### src/logic/lmp_regs.svh
`ifndef LMP_REGS_SVH
`define LMP_REGS_SVH
`define LMP_DATA_W 8
`define LMP_SEL_DATA 1'b1
`define LMP_SEL_CMD 1'b0
`define LMP_RW_READ 1'b1
`define LMP_RW_WRITE 1'b0
`define LMP_PROTO_8080 1'b0
`define LMP_PROTO_6800 1'b1
`define LMP_STROBE_HOLD 8'h02
`define LMP_FRAME_DIV 16'h0100
`define LMP_CLK_DIV 8'h04
`endif

### src/logic/lmp_bus_if.sv
`timescale 1ns/1ns
interface lmp_bus_if;
  logic select_a_n;
  logic select_b;
  logic data_cmd_sel;
  logic wr_pin;
  logic rd_pin;
  logic [7:0] host_data;
  logic host_data_oe_n;
  logic [7:0] dev_data;
  logic dev_data_oe_n;
  logic reset_n;
  modport dev (
    input select_a_n, select_b, data_cmd_sel, wr_pin, rd_pin, host_data, host_data_oe_n,
    input reset_n,
    output dev_data, dev_data_oe_n
  );
  modport host (
    output select_a_n, select_b, data_cmd_sel, wr_pin, rd_pin, host_data, host_data_oe_n,
    output reset_n,
    input dev_data, dev_data_oe_n
  );
endinterface

### src/logic/lmp_device.sv
`timescale 1ns/1ns
`include "lmp_regs.svh"
// Functional notes
// - transfers only when select_a_n low, select_b high
// - data_cmd_sel high data, low command
// - 8080 write captured at write strobe rise
// - 8080 drive bus only while read low; the registered enable lags read by one cycle at both edges
// - 6800 write pin is read/write direction
// - 6800 read pin is active-high enable
// - reset_n low level initialises all settings
// - display clock out when master and source high
// - provide liquid-crystal alternation output
// - provide active-low blanking output
module lmp_device #(
  parameter int DATA_W = `LMP_DATA_W
) (
  input wire logic sys_clk_in,
  input wire logic rst_in,
  lmp_bus_if.dev bus,
  input wire logic proto_sel_in,
  input wire logic master_sel_in,
  input wire logic clock_source_sel_in,
  input wire logic display_clock_pin_in,
  input wire logic blank_req_in,
  input wire logic [7:0] read_data_in,
  output logic [7:0] wr_data_out,
  output logic wr_is_data_out,
  output logic wr_valid_out,
  output logic rd_is_data_out,
  output logic rd_taken_out,
  output logic display_clock_pin_out,
  output logic display_clock_pin_oe_n_out,
  output logic lc_alternation_out,
  output logic blanking_n_out
);
  // the pin map is fixed at one byte; other widths cannot be served
  if (DATA_W != 8) begin : g_bad_width
    $error("lmp_device: data width must be 8");
  end

  typedef struct packed {
    logic wr_q;
    logic rd_q;
    logic [7:0] wr_data;
    logic wr_is_data;
    logic wr_valid;
    logic rd_is_data;
    logic rd_taken;
    logic [7:0] dout;
    logic dout_oe_n;
    logic [7:0] clk_div;
    logic clk_q;
    logic ext_clk_q;
    logic [15:0] frame_cnt;
    logic alt;
    logic blank_n;
    logic clk_oe_n;
  } lmp_dev_state_t;

  lmp_dev_state_t s, next_s;
  logic selected, wr_cycle, rd_active, tick;

  always_comb begin
    next_s = s;
    selected = !bus.select_a_n && bus.select_b;
    next_s.wr_q = bus.wr_pin;
    next_s.rd_q = bus.rd_pin;
    next_s.wr_valid = 1'b0;
    next_s.rd_taken = 1'b0;
    wr_cycle = 1'b0;
    rd_active = 1'b0;
    if (proto_sel_in == `LMP_PROTO_8080) begin
      wr_cycle = selected && !s.wr_q && bus.wr_pin;
      rd_active = selected && !bus.rd_pin;
      if (selected && s.rd_q && !bus.rd_pin) next_s.rd_taken = 1'b1;
    end else begin
      // data latched as enable falls, the 6800 write point
      wr_cycle = selected && s.rd_q && !bus.rd_pin && bus.wr_pin == `LMP_RW_WRITE;
      rd_active = selected && bus.rd_pin && bus.wr_pin == `LMP_RW_READ;
      if (selected && !s.rd_q && bus.rd_pin && bus.wr_pin == `LMP_RW_READ) begin
        next_s.rd_taken = 1'b1;
      end
    end
    if (wr_cycle) begin
      next_s.wr_data = bus.host_data;
      next_s.wr_is_data = bus.data_cmd_sel == `LMP_SEL_DATA;
      next_s.wr_valid = 1'b1;
    end
    if (next_s.rd_taken) next_s.rd_is_data = bus.data_cmd_sel == `LMP_SEL_DATA;
    next_s.dout = read_data_in;
    next_s.dout_oe_n = !rd_active;
    // display clock: own divider when master and internal source
    next_s.clk_oe_n = !(master_sel_in && clock_source_sel_in);
    next_s.ext_clk_q = display_clock_pin_in;
    tick = 1'b0;
    if (!next_s.clk_oe_n) begin
      if (s.clk_div == `LMP_CLK_DIV - 8'h01) begin
        next_s.clk_div = 8'h00;
        next_s.clk_q = !s.clk_q;
        tick = !s.clk_q;
      end else begin
        next_s.clk_div = s.clk_div + 8'h01;
      end
    end else begin
      next_s.clk_div = 8'h00;
      next_s.clk_q = 1'b0;
      tick = display_clock_pin_in && !s.ext_clk_q;
    end
    if (tick) begin
      if (s.frame_cnt == `LMP_FRAME_DIV - 16'h0001) begin
        next_s.frame_cnt = 16'h0000;
        next_s.alt = !s.alt;
      end else begin
        next_s.frame_cnt = s.frame_cnt + 16'h0001;
      end
    end
    next_s.blank_n = !blank_req_in;
    // level reset: held state stays initialised while reset_n is low
    if (!bus.reset_n) begin
      next_s = '0;
      next_s.dout_oe_n = 1'b1;
      next_s.clk_oe_n = 1'b1;
      next_s.wr_q = 1'b1;
      next_s.rd_q = bus.rd_pin;
    end
  end

  always_ff @(posedge sys_clk_in) begin
    if (rst_in) begin
      s <= '0;
      s.wr_q <= 1'b1;
      s.dout_oe_n <= 1'b1;
      s.clk_oe_n <= 1'b1;
    end else begin
      s <= next_s;
    end
  end

  assign bus.dev_data = s.dout;
  assign bus.dev_data_oe_n = s.dout_oe_n;
  assign wr_data_out = s.wr_data;
  assign wr_is_data_out = s.wr_is_data;
  assign wr_valid_out = s.wr_valid;
  assign rd_is_data_out = s.rd_is_data;
  assign rd_taken_out = s.rd_taken;
  assign display_clock_pin_out = s.clk_q;
  assign display_clock_pin_oe_n_out = s.clk_oe_n;
  assign lc_alternation_out = s.alt;
  assign blanking_n_out = s.blank_n;
endmodule

### src/flat_wrapper.sv
// flat-port wrapper written by rule: the top's interface ports become plain ports
module lmp_device_flat 
#(
  parameter int DATA_W = `LMP_DATA_W
)
  (sys_clk_in, rst_in, proto_sel_in, master_sel_in, clock_source_sel_in, display_clock_pin_in, blank_req_in, read_data_in, wr_data_out, wr_is_data_out, wr_valid_out, rd_is_data_out, rd_taken_out, display_clock_pin_out, display_clock_pin_oe_n_out, lc_alternation_out, blanking_n_out, bus_select_a_n, bus_select_b, bus_data_cmd_sel, bus_wr_pin, bus_rd_pin, bus_host_data, bus_host_data_oe_n, bus_reset_n, bus_dev_data, bus_dev_data_oe_n);
  lmp_bus_if bus_i ();
  input wire logic sys_clk_in;
  input wire logic rst_in;
  input wire logic proto_sel_in;
  input wire logic master_sel_in;
  input wire logic clock_source_sel_in;
  input wire logic display_clock_pin_in;
  input wire logic blank_req_in;
  input wire logic [7:0] read_data_in;
  output logic [7:0] wr_data_out;
  output logic wr_is_data_out;
  output logic wr_valid_out;
  output logic rd_is_data_out;
  output logic rd_taken_out;
  output logic display_clock_pin_out;
  output logic display_clock_pin_oe_n_out;
  output logic lc_alternation_out;
  output logic blanking_n_out;
  input wire logic [$bits(bus_i.select_a_n)-1:0] bus_select_a_n;
  input wire logic [$bits(bus_i.select_b)-1:0] bus_select_b;
  input wire logic [$bits(bus_i.data_cmd_sel)-1:0] bus_data_cmd_sel;
  input wire logic [$bits(bus_i.wr_pin)-1:0] bus_wr_pin;
  input wire logic [$bits(bus_i.rd_pin)-1:0] bus_rd_pin;
  input wire logic [$bits(bus_i.host_data)-1:0] bus_host_data;
  input wire logic [$bits(bus_i.host_data_oe_n)-1:0] bus_host_data_oe_n;
  input wire logic [$bits(bus_i.reset_n)-1:0] bus_reset_n;
  output wire logic [$bits(bus_i.dev_data)-1:0] bus_dev_data;
  output wire logic [$bits(bus_i.dev_data_oe_n)-1:0] bus_dev_data_oe_n;
  assign bus_i.select_a_n = bus_select_a_n;
  assign bus_i.select_b = bus_select_b;
  assign bus_i.data_cmd_sel = bus_data_cmd_sel;
  assign bus_i.wr_pin = bus_wr_pin;
  assign bus_i.rd_pin = bus_rd_pin;
  assign bus_i.host_data = bus_host_data;
  assign bus_i.host_data_oe_n = bus_host_data_oe_n;
  assign bus_i.reset_n = bus_reset_n;
  assign bus_dev_data = bus_i.dev_data;
  assign bus_dev_data_oe_n = bus_i.dev_data_oe_n;
  lmp_device #(.DATA_W(DATA_W)) u_core (.sys_clk_in(sys_clk_in), .rst_in(rst_in), .bus(bus_i), .proto_sel_in(proto_sel_in), .master_sel_in(master_sel_in), .clock_source_sel_in(clock_source_sel_in), .display_clock_pin_in(display_clock_pin_in), .blank_req_in(blank_req_in), .read_data_in(read_data_in), .wr_data_out(wr_data_out), .wr_is_data_out(wr_is_data_out), .wr_valid_out(wr_valid_out), .rd_is_data_out(rd_is_data_out), .rd_taken_out(rd_taken_out), .display_clock_pin_out(display_clock_pin_out), .display_clock_pin_oe_n_out(display_clock_pin_oe_n_out), .lc_alternation_out(lc_alternation_out), .blanking_n_out(blanking_n_out));
endmodule
### config.mk
export PLATFORM = sky130hd
export DESIGN_NAME = lmp_device_flat
export DESIGN_NICKNAME = d
export VERILOG_FILES = /design/src/logic/lmp_bus_if.sv /design/src/logic/lmp_device.sv /design/src/flat_wrapper.sv
export VERILOG_INCLUDE_DIRS = /design/src /design/src/logic
export SDC_FILE = /design/constraint.sdc
export NUM_CORES = 1
export LEC_CHECK = 0
export BUFFER_PORTS_ARGS = -buffer_cell sky130_fd_sc_hd__clkbuf_2
export CORE_AREA = 5 5 73 75
export DETAILED_ROUTE_END_ITERATION = 8
export DIE_AREA = 0 0 78 80
export PLACE_DENSITY = 0.79
export SLEW_MARGIN = 5
export SYNTH_ARGS = -nofsm -noshare
export SYNTH_HDL_FRONTEND = slang
export SYNTH_SLANG_ARGS = --single-unit
### constraint.sdc
create_clock -name sys_clk_in -period 2.2 [get_ports sys_clk_in]
set_input_delay 0.33 -clock sys_clk_in [delete_from_list [all_inputs] [get_ports sys_clk_in]]
set_output_delay 0.33 -clock sys_clk_in [all_outputs]
set_load 0.005 [all_outputs]
==> results of run 1 <==
-- through the flow --
step                hold WS (ns)  std cells   util  area [sq um]  setup WS [ns]
finish                     0.164        350  0.570          2620          0.271
detailed placement         0.447        342  0.550          2530          0.281
CTS                        0.161        350  0.570          2620          0.266
floorplan                  0.402        258      -          2320          0.461
global placement           0.430        342  0.550          2530          0.309
global route               0.162        350  0.570          2620         0.0815
-- power groups by stage --
stage               Combinational, mW  Clock (mW)  Sequential [mW]
global route                    0.107       0.599            0.959
global placement               0.0948           0            0.979
floorplan                      0.0556           0            0.979
CTS                            0.0967       0.558            0.957
detailed placement             0.0961           0            0.979
finish                         0.0956       0.540            0.957
-- worst max path at each step --
| stage | end | slack [ns] | depth (start not counted) |
|---|---|---|---|
| final | u_core.s[9] | 0.27 | 6 |
| after global routing | u_core.s[13] | 0.08 | 6 |
| after CTS | u_core.s[9] | 0.27 | 6 |
| after detailed placement | u_core.wr_data_out[1] | 0.28 | 5 |
| after global placement | u_core.wr_data_out[0] | 0.31 | 5 |
| after floorplan | u_core.s[17] | 0.46 | 6 |
-- flip-flops by register name (all words and copies together), names as in the netlist --
| name | count |
|---|---|
| u_core.display_clock_pin_out | 1 |
| u_core.rd_taken_out | 1 |
| u_core.display_clock_pin_oe_n_out | 1 |
| u_core.lc_alternation_out | 1 |
| u_core.s | 27 |
| u_core.wr_data_out | 8 |
| u_core.blanking_n_out | 1 |
| u_core.wr_is_data_out | 1 |
| u_core.bus.dev_data | 8 |
| u_core.wr_valid_out | 1 |
| u_core.bus.dev_data_oe_n | 1 |
| u_core.rd_is_data_out | 1 |
-- synthesized netlist by cell type (all sizes together), types with 2 or more instances --
master / n
nor3b: 4
a22oi: 6
o211ai: 3
buf: 19
nand2b: 5
xnor2: 4
nor2: 27
nor2b: 3
dfxtp: 52
nand3: 14
ha: 2
nand4: 8
nor4: 4
o21ai: 8
nor3: 2
nand2: 21
mux2i: 13
inv: 2
a221oi: 2
xor2: 3
and4: 3
and3: 3
clkbuf: 10
or3: 6
o22ai: 6
a21oi: 4
and2: 9
-- placed cells by master, fill, tap and decap left out, types with 3 or more instances in the layout --
master / n
sky130_fd_sc_hd__dfxtp_1: 52
sky130_fd_sc_hd__o22ai_1: 6
sky130_fd_sc_hd__nand3_1: 14
sky130_fd_sc_hd__and3_1: 3
sky130_fd_sc_hd__buf_4: 6
sky130_fd_sc_hd__clkbuf_8: 5
sky130_fd_sc_hd__nor3b_1: 4
sky130_fd_sc_hd__nor2_1: 27
sky130_fd_sc_hd__clkbuf_2: 53
sky130_fd_sc_hd__a21oi_1: 4
sky130_fd_sc_hd__nand2b_1: 5
sky130_fd_sc_hd__and2_1: 9
sky130_fd_sc_hd__o21ai_0: 6
sky130_fd_sc_hd__mux2i_1: 13
sky130_fd_sc_hd__or3_1: 6
sky130_fd_sc_hd__xor2_1: 3
sky130_fd_sc_hd__o211ai_1: 3
sky130_fd_sc_hd__nor4_1: 3
sky130_fd_sc_hd__nand2_1: 21
sky130_fd_sc_hd__nand4_1: 8
sky130_fd_sc_hd__xnor2_1: 4
sky130_fd_sc_hd__a22oi_1: 6
-- cell families (layout without fill, tap and decap cells) --
| logic type | Yosys count | after routing | share of synthesized area |
|---|---|---|---|
| adder cells (fa/ha/maj) | 2 | 2 | 0.0108 |
| flip-flops | 52 | 52 | 0.449 |
| buffers and inverters | 31 | 69 | 0.0771 |
| XOR/XNOR | 7 | 7 | 0.0264 |
| AO/OA/AOI/OAI | 36 | 36 | 0.106 |
| AND/OR/NAND/NOR | 117 | 117 | 0.275 |
| multiplexers | 13 | 13 | 0.0561 |
-- area by class of cell --
cell class	instances	share of cell area
clock buffer	5	0.0263
sequential	52	0.397
timing repair buffer	59	0.118
clock inverter	3	0.00812
tap	54	0.0258
inverter	2	0.00287
multi-input combinational	175	0.421
-- worst register-to-register path, delay by kind of cell (launching register included) --
kind	cells	cell delay [ns]
and+or+nand+nor	2	0.60
DFF	1	0.36
adders and majority gates	1	0.20
buffers and inverters	1	0.25
AOI/OAI and AO/OA	2	0.45
-- layer usage --
metal / routed length, um / vias to the layer above / GRT usage
li1: - / 984 / -
met1: 2000 / 867 / 0.174
met2: 2240 / 50 / 0.266
met3: 339 / 6 / 0.0429
met4: 70 / 0 / 0.0507
met5: 0 / - / 0
==> results.txt, run 1 <==
The flow ran to the end, and the final reports show no timing, DRC or antenna violations. The maximum number of pins on one net before global-route repair came out at 30. Setup violations remaining at the end of the flow were counted as 0.

TritonCTS built the clock tree. The area share of the largest cell type after synthesis came out at 0.449. The kind of start point of the critical path is a flop. The global-route total usage across every layer came out at 0.151.

The number of synthesized flops with an enable pin is 0. The net total in the final layout came out at 327. The per-instance average area after synthesis is 9.00 sq um. The worst hold path begins at blank_req_in.

The post-synthesis net count came out at 290. The area overhead of the layout relative to synthesis is 12.9%. The fraction of final layout cells with drive strength greater than 1 is 0.236. The clock share of power is 0.339. The vertical die dimension came out at 80 um. Yosys attributes the largest share of cell area to sky130_fd_sc_hd__dfxtp_1, sky130_fd_sc_hd__mux2i_1, sky130_fd_sc_hd__buf_4, sky130_fd_sc_hd__nor2_1, sky130_fd_sc_hd__nand2_1. For the final routed database, the setup TNS stands at 0 ns.

The worst-case clock skew is 0.00554 ns. The quantity of hold-fixing buffers added after cts is 0. The slowest stage of the critical path belongs to the cell sky130_fd_sc_hd__a2111o_1. The number of clock sinks came out at 52. The biggest area contributor in the post-synthesis netlist is sky130_fd_sc_hd__dfxtp_1. The core area is 4600 sq um. The total power after layout is 1.59 mW. The gate count after technology mapping came out at 258. The worst setup path is captured at a flop. The power spent charging and discharging nets is 371 uW. The share of total power dissipated in sequential elements is 0.601. The sequential cell area came out at 1040 sq um.

The floorplan has 25 rows. The placed wire-length estimate is 3370 um. At the pin with the least slew margin, the transition time is 1.04 ns. Setup repair after global routing left no endpoint under its margin. Grouping stages by cell kind, the critical path spends the most delay in simple AND/OR/NAND/NOR gates. The number of max-slew violations in the final report came out at 0.

Timing would allow up to 0.519 GHz. For this run, the register share of the synthesized area comes to 0.449. The global-route wire length before repair came out at 7710 um. The signal on the critical path passes through ha_1 -> nor3b_1 -> nand4bb_1 -> buf_4 -> a2111o_1 -> o21ai_0. STA puts the critical path data required time at 2.44 ns. The class of the tightest hold or removal check is input pin to flop. The final routed wire length divided by cell count came out at 13.3 um. The number of detailed-route iterations in the first pass is 4.

The final layout contains routed wiring with a total length of 4650 um. The number of levels the H-tree was split into came out at 2. The arrival time at the worst endpoint came out at 2.17 ns. The iteration-0 DRC count of the detailed router is 89. The critical path startpoint is u_core.s[21]. The dominant synthesized flop cell is sky130_fd_sc_hd__dfxtp_1. The number of global-route vias before repair came out at 1,728. The worst relative slew slack is 0.302. The critical-path maximum fanout is 8. The placer's final routability congestion estimate came out at 0.853. The source-to-sink clock delay at the later pin of the worst-skew pair came out at 0.30 ns. Once detail routing completed, the nets flagged for antenna violations numbered 0.

The final critical path time including I/O delays and setup came out at 1.93 ns. The number of distinct library cell variants in the gate-level netlist after synthesis is 47. The switching power share of the total is 0.233. The initial utilization of the core area, before any placement, comes to 0.505. Clock tree synthesis selected as its root buffer the cell sky130_fd_sc_hd__clkbuf_8. The count of maximum capacitance violations is 0. The relative contribution of combinational cells to total power came out at 0.060. Clock-pin slew was measured on the worst setup and hold paths at 0.09 ns. The die covers 6240 sq um. 0 antenna diodes ended up in the layout. Counting the fill cells in the layout gives 444. TritonCTS created 5 clock buffers. The number of buffers between clock root and the deepest sink is 2.

The reg2reg setup slack is 0.27 ns. The top-level I/O count is 55. The number of endpoints with negative hold slack in the final report came out at 0. In this design, the stage delay of the slowest critical-path cell is 0.39 ns. The count of cells along the worst hold path is 2. The count of buffers inserted at the top-level ports is 53. The share of the clock period used by the worst path came out at 0.877. Together, buffers and inverters on the worst path number 1. The critical path is of the flop to flop type.

The post-route DRC violation count came out at 0. The multi-input logic area is 1100 sq um. The via count came out at 1,907. The worst register-to-register path begins at u_core.s[21]. The end of the worst register-to-register path is u_core.s[9].

For this design the static power due to leakage is 1.09 nW. In this run the post-CTS setup repair buffer count came out at 0. The maximum vdd drop came out at 0.490 mV.

The synthesized netlist occupies a cell area of 2320 sq um. For the worst flop-to-flop path, the logic depth is 6. The post-synthesis sequential element count came out at 52. The cell internal power dissipation is 1.22 mW. The fraction of synthesis flops using an asynchronous set or reset pin is 0. The via density per instance is 5.45. For hold timing, the worst endpoint is u_core.blanking_n_out. The number of antenna violations at the first check in global routing came out at 0.

The warning count from the yosys run came out at 0. For this run the aggregate overflow at the end of global routing stands at 0. In this run the horizontal extent of the chip is 78 um. The post-cts resize count came out at 0. Dividing total power by cell area gives a power density of 608 nW/um^2.
Note: power is estimated with default switching activity, not from simulation.
==> run 2: changes to the inputs <==
--- a/config.mk
+++ b/config.mk
@@ -7,10 +7,10 @@
 export NUM_CORES = 1
 export LEC_CHECK = 0
 export BUFFER_PORTS_ARGS = -buffer_cell sky130_fd_sc_hd__clkbuf_2
-export CORE_AREA = 5 5 73 75
+export CORE_AREA = 5 5 84 86
 export DETAILED_ROUTE_END_ITERATION = 8
-export DIE_AREA = 0 0 78 80
-export PLACE_DENSITY = 0.79
+export DIE_AREA = 0 0 89 91
+export PLACE_DENSITY = 0.62
 export SLEW_MARGIN = 5
 export SYNTH_ARGS = -nofsm -noshare
 export SYNTH_HDL_FRONTEND = slang
==> results.txt, run 2 (synthesis results as in run 1) <==
The slowest cell on the critical path is sky130_fd_sc_hd__dfxtp_1 (was sky130_fd_sc_hd__a2111o_1). The leakage power figure is 1.12 nW (was 1.09 nW). The starting density of the core is 0.374 (was 0.505). The maximum vdd drop is 0.354 mV (was 0.490 mV). The clock-pin slew reported for the worst setup and hold paths after clock tree synthesis came to 0.09 ns (about the same). The number of endpoints with negative hold slack in the final report came out at 0 (unchanged). The peak clock frequency supported by timing came out at 0.522 GHz (was 0.519 GHz). The number of max-slew violations in the final report is 0 (unchanged). The critical-path maximum fanout is 11 (was 8). The final wirelength came out at 4940 um (was 4650 um).

The source-to-sink clock delay at the later pin of the worst-skew pair came out at 0.30 ns (about the same). The register name with the most flops is u_core.s (unchanged). The number of inserted diodes came out at 0 (unchanged). The sequential cell area is 1040 sq um (unchanged). The vertical die dimension is 91 um (was 80 um).

Critical-path cell list: ha_1 -> nor3b_1 -> nand4bb_1 -> buf_4 -> a211oi_1 -> mux2i_1 (was ha_1 -> nor3b_1 -> nand4bb_1 -> buf_4 -> a2111o_1 -> o21ai_0). The via count came out at 1,947 (was 1,907). The worst-case clock skew was 0.00450 ns (was 0.00554 ns).

The largest incremental delay on the critical path was 0.36 ns (was 0.39 ns). The post-route DRC violation count came out at 0 (unchanged). The final critical path time including I/O delays and setup came to 1.91 ns (was 1.93 ns).

The ratio of total power to cell area came out at 647 nW/um^2 (was 608 nW/um^2). The core area came out at 6200 sq um (was 4600 sq um). The global-route wire length before repair came to 8220 um (was 7710 um). The fraction of final layout cells with drive strength greater than 1 is 0.244 (was 0.236). The path type of the worst setup path was flop to flop (unchanged). The die extent in x is 89 um (was 78 um). The setup violation total in the final timing report is 0 (unchanged).

The multi-input logic area is 1100 sq um (unchanged). The worst relative slew slack was 0.544 (was 0.302). The kind of capture point of the worst setup path was a flop (unchanged). The number of antenna violations at the first check in global routing was 0 (unchanged). The total of fill cells in the finished design came out at 599 (was 444). The arrival time at the worst endpoint came out at 2.15 ns (was 2.17 ns). The iteration-0 DRC count of the detailed router is 85 (was 89). The maximum number of pins on one net before global-route repair is 30 (unchanged). The top-level I/O count is 55 (unchanged). The number of global-route vias before repair is 1,818 (was 1,728).

The area overhead of the layout relative to synthesis is 16.4% (was 12.9%). The post-route core utilization came out at 0.436 (was 0.570). The via density per instance came to 5.18 (was 5.45). The clock tree from TritonCTS is yes (unchanged). The count of maximum capacitance violations was 0 (unchanged). Setup repair after global routing missed its margin: false (unchanged).

The number of flip-flops in the largest register came out at 27 (unchanged). Outcome: finished clean (unchanged). The post-CTS setup buffer count came out at 0 (unchanged). The share of the clock period used by the worst path came out at 0.870 (was 0.877). The sum of negative setup slack came to 0 ns (unchanged). The required time at the endpoint of the critical path came out at 2.43 ns (was 2.44 ns). The clock tree root driver cell is sky130_fd_sc_hd__clkbuf_8 (unchanged). The standard-cell row count came to 29 (was 25).

The kind of start point of the critical path was a flop (unchanged). The count of buffers inserted at the top-level ports came out at 53 (unchanged). The commonest non-fill, non-tap cell in the layout is sky130_fd_sc_hd__clkbuf_2 (unchanged). The number of buffers between clock root and the deepest sink was 2 (unchanged). The transition time at the pin with the least slew margin is 0.684 ns (was 1.04 ns).

The placer's final routability congestion estimate came to 0.821 (was 0.853). The buffering stage count on the worst path with inverters included was 1 (unchanged). The total congestion overflow is 0 (unchanged).

The kind of cell adding the most delay to the critical path is simple AND/OR/NAND/NOR gates (unchanged). The quantity of hold-fixing buffers added after cts came out at 0 (unchanged). The net total in the final layout is 330 (was 327). The global-route total usage across every layer was 0.125 (was 0.151). The placed wire-length estimate came to 3550 um (was 3370 um). Most frequent cells in the layout: sky130_fd_sc_hd__clkbuf_2, sky130_fd_sc_hd__dfxtp_1, sky130_fd_sc_hd__nor2_1 (unchanged). The number of clock sinks is 52 (unchanged). The class of the tightest hold or removal check is input pin to flop (unchanged).

The number of CTS-inserted buffers came out at 5 (unchanged). The number of nets with antenna violations after routing is 0 (unchanged). The die footprint came out at 8100 sq um (was 6240 sq um). The number of levels the H-tree was split into came out at 2 (unchanged). The number of detailed-route iterations in the first pass came out at 5 (was 4). The post-cts resize count is 0 (unchanged).

The final routed wire length divided by cell count came to 13.1 um (was 13.3 um).
-- run 2: layout make-up --
class,instances,area share
tap,77,0.0356
inverter,2,0.00278
sequential,52,0.385
clock inverter,2,0.0144
multi-input combinational,175,0.408
timing repair buffer,62,0.123
clock buffer,6,0.0306
-- run 2: worst paths after layout --
| check | startpoint | end | slack [ns] | cells past startpoint |
|---|---|---|---|---|
| setup / recovery | u_core.s[21] | u_core.s[15] | 0.29 | 6 |
| hold reg to reg | u_core.s[21] | u_core.s[21] | 0.45 | 1 |
| hold / removal | blank_req_in | u_core.blanking_n_out | 0.17 | 2 |
| setup reg to reg | u_core.s[21] | u_core.s[15] | 0.29 | 6 |
-- run 2: report_power, final --
group          switching [mW]  internal, mW
registers             0.00470         0.953
logic                  0.0545        0.0465
clock network           0.317         0.372
total                   0.376          1.37
-- run 2: metrics by stage --
stage	setup WS [ns]	hold slack, ns	power (mW)	std cells	cell area, sq um
final	0.285	0.165	1.75	376	2700
after global routing	0.0770	0.149	1.83	376	2700
after CTS	0.275	0.157	1.77	376	2700
after detailed placement	0.314	0.442	1.08	368	2580
after global placement	0.387	0.430	1.08	368	2580
after floorplan	0.461	0.402	1.03	258	2320
-- run 2: layer usage --
layer  wire length [um]  track usage
met5                  0            0
met2               2160        0.194
met3                411       0.0317
met1               2280        0.164
met4                 97       0.0546
==> run 3: changes to the inputs <==
--- a/config.mk
+++ b/config.mk
@@ -10,7 +10,7 @@
 export CORE_AREA = 5 5 84 86
 export DETAILED_ROUTE_END_ITERATION = 8
 export DIE_AREA = 0 0 89 91
-export PLACE_DENSITY = 0.62
+export PLACE_DENSITY = 0.65
 export SLEW_MARGIN = 5
 export SYNTH_ARGS = -nofsm -noshare
 export SYNTH_HDL_FRONTEND = slang
==> constraint.sdc (replaced) <==
create_clock -name sys_clk_in -period 1.6 [get_ports sys_clk_in]
set_input_delay 0.24 -clock sys_clk_in [delete_from_list [all_inputs] [get_ports sys_clk_in]]
set_output_delay 0.24 -clock sys_clk_in [all_outputs]
set_load 0.005 [all_outputs]
==> results.txt, run 3 (synthesis results as in run 1) <==
The placer's final routability congestion estimate came out at 0.818 (was 0.821). The global-route wire length before repair is 8540 um (was 8220 um). The total congestion overflow came out at 0 (unchanged). The required time at the endpoint of the critical path is 1.81 ns (was 2.43 ns). The path type of the worst setup path is flop to flop (unchanged).

The global-route total usage across every layer was 0.131 (was 0.125). The number of clock sinks is 52 (unchanged). The quantity of hold-fixing buffers added after cts is 0 (unchanged). The sequential cell area was 1060 sq um (was 1040 sq um).

The via count came out at 2,039 (was 1,947). The top-level I/O count came out at 55 (unchanged). The placed wire-length estimate came out at 3820 um (was 3550 um). The number of levels the H-tree was split into is 2 (unchanged). The starting density of the core came out at 0.374 (unchanged). The count of cells along the worst hold path is 2 (unchanged).

The arrival time at the worst endpoint came out at 1.85 ns (was 2.15 ns). The register name with the most flops is u_core.s (unchanged). The number of buffers between clock root and the deepest sink came out at 2 (unchanged). The worst hold slack is 0.0935 ns (was 0.165 ns). The smallest setup slack after layout came out at -0.0439 ns (was 0.285 ns). Setup repair after global routing missed its margin: true (was false). The number of CTS-inserted buffers came out at 5 (unchanged). The multi-input logic area came to 1200 sq um (was 1100 sq um). The sum of negative setup slack is -0.0839 ns (was 0 ns). The clock tree from TritonCTS is yes (unchanged). The terminating pin of the worst hold path was u_core.blanking_n_out (unchanged). The critical register-to-register path startpoint is u_core.s[22] (was u_core.s[21]).

The count of buffers inserted at the top-level ports came out at 53 (unchanged). The maximum number of pins on one net before global-route repair is 20 (was 30). The total power after layout is 2.27 mW (was 1.75 mW). Critical-path cell list: ha_4 -> nor3b_4 -> nand4bb_1 -> a221o_1 -> a32o_1 (was ha_1 -> nor3b_1 -> nand4bb_1 -> buf_4 -> a211oi_1 -> mux2i_1). The final standard cell area without fillers is 2990 sq um (was 2700 sq um).

The class of the tightest hold or removal check is input pin to flop (unchanged). The source-to-sink clock delay at the later pin of the worst-skew pair came out at 0.30 ns (about the same). The core area is 6200 sq um (unchanged). The final wirelength came out at 5310 um (was 4940 um).

The standard-cell row count is 29 (unchanged). The number of detailed-route iterations in the first pass is 4 (was 5). The number of antenna violations at the first check in global routing is 0 (unchanged). The net total in the final layout is 353 (was 330). The startpoint of the most critical hold path is blank_req_in (unchanged). Outcome: complete, but fails checks (was finished clean). The peak clock frequency supported by timing is 0.608 GHz (was 0.522 GHz). The largest incremental delay on the critical path came to 0.37 ns (was 0.36 ns). The post-route core utilization is 0.481 (was 0.436).

The post-place instance area came to 2780 sq um (was 2580 sq um). The worst setup slack after placement was -0.0474 ns (was 0.314 ns). The number of cells traversed by the worst register-to-register path came out at 5 (was 6).

The leakage power figure came to 1.25 nW (was 1.12 nW). The final reports fail on setup timing. The commonest non-fill, non-tap cell in the layout is sky130_fd_sc_hd__clkbuf_2 (unchanged). The iteration-0 DRC count of the detailed router is 69 (was 85). The number of max-slew violations in the final report was 0 (unchanged). The number of nets with antenna violations after routing came out at 0 (unchanged). The slowest cell on the critical path is sky130_fd_sc_hd__a221o_1 (was sky130_fd_sc_hd__dfxtp_1). The end of the worst register-to-register path was u_core.s[17] (was u_core.s[15]). The via density per instance came out at 5.11 (was 5.18). The count of maximum capacitance violations came out at 0 (unchanged). The clock tree root driver cell is sky130_fd_sc_hd__clkbuf_8 (unchanged). The number of placed instances with taps included is 389 (was 368). The total of fill cells in the finished design is 586 (was 599). The ratio of total power to cell area is 759 nW/um^2 (was 647 nW/um^2). The final routed wire length divided by cell count was 13.3 um (was 13.1 um). The maximum vdd drop came out at 0.400 mV (was 0.354 mV). The die extent in x is 89 um (unchanged). The clock-pin slew reported for the worst setup and hold paths after clock tree synthesis came out at 0.10 ns (was 0.09 ns).

The worst relative slew slack is 0.779 (was 0.544). The post-route DRC violation count was 0 (unchanged). The number of inserted diodes is 0 (unchanged).

The vertical die dimension came out at 91 um (unchanged). The die footprint is 8100 sq um (unchanged). The setup violation total in the final timing report is 3 (was 0). The kind of start point of the critical path is a flop (unchanged).

The reg2reg setup slack is -0.04 ns (was 0.29 ns). The non-filler instance count after layout came to 399 (was 376). Most frequent cells in the layout: sky130_fd_sc_hd__clkbuf_2, sky130_fd_sc_hd__dfxtp_1, sky130_fd_sc_hd__buf_4 (was sky130_fd_sc_hd__clkbuf_2, sky130_fd_sc_hd__dfxtp_1, sky130_fd_sc_hd__nor2_1). The critical-path maximum fanout is 3 (was 11).

The final critical path time including I/O delays and setup came out at 1.64 ns (was 1.91 ns). The area overhead of the layout relative to synthesis came to 28.6% (was 16.4%). The transition time at the pin with the least slew margin came out at 0.331 ns (was 0.684 ns). The number of global-route vias before repair came out at 1,901 (was 1,818). The number of endpoints with negative hold slack in the final report was 0 (unchanged). The kind of capture point of the worst setup path was a flop (unchanged). The worst-case clock skew was 0.00800 ns (was 0.00450 ns). The share of the clock period used by the worst path is 1.03 (was 0.870).

The number of flip-flops in the largest register came to 27 (unchanged). The fraction of final layout cells with drive strength greater than 1 came out at 0.385 (was 0.244).
## run 3: cell types whose count changed in the layout (fill, tap and decap cells not counted), sizes merged
| cell | previous run | this run |
|---|---|---|
| buf | 9 | 32 |
| bufinv | 1 | 0 |
| inv | 2 | 3 |
## run 3: per-layer routing
layer	GRT usage	wire, um	vias up	part of all wire
li1	-	-	1029	-
met1	0.160	2280	936	0.43
met2	0.213	2490	67	0.47
met3	0.0344	433	7	0.082
met4	0.0596	97	0	0.018
met5	0	0	-	0
## run 3: repair_timing
item,CTS,global route
setup buffers,0,2
pin swaps,0,8
cloned,0,0
endpoints found under the hold margin,0,0
gates resized for setup,4,25
setup endpoints to repair,7,15
## run 3: critical path, delay by kind of cell (launching register included)
family / cells / cell delay (ns)
AO/OA/AOI/OAI: 2 / 0.62
AND/OR/NAND/NOR: 2 / 0.43
flip-flops: 1 / 0.36
adder cells (fa/ha/maj): 1 / 0.14
## run 3: cell type report
type,count,area share
Multi-Input combinational cell,175,0.401
Sequential cell,52,0.355
Timing Repair Buffer,85,0.177
Tap cell,77,0.0323
Clock buffer,6,0.0277
Clock inverter,2,0.00461
Inverter,2,0.00251
## run 3: report_power, final
| group | internal, mW | switching (mW) |
|---|---|---|
| Clock | 0.355 | 0.440 |
| Sequential | 1.31 | 0.00616 |
| Combinational | 0.0738 | 0.0828 |
| Total | 1.74 | 0.529 |
## run 3: how the worst max path moves through the flow
stage | from | endpoint | slack [ns] | cells past startpoint
after floorplan | u_core.s[22] | u_core.s[17] | 0.02 | 6
after global placement | u_core.s[22] | u_core.s[15] | -0.02 | 6
after detailed placement | u_core.s[22] | u_core.s[15] | -0.05 | 6
after CTS | u_core.s[22] | u_core.s[15] | -0.05 | 6
after global routing | u_core.s[22] | u_core.s[9] | -0.11 | 6
final | u_core.s[22] | u_core.s[17] | -0.04 | 5
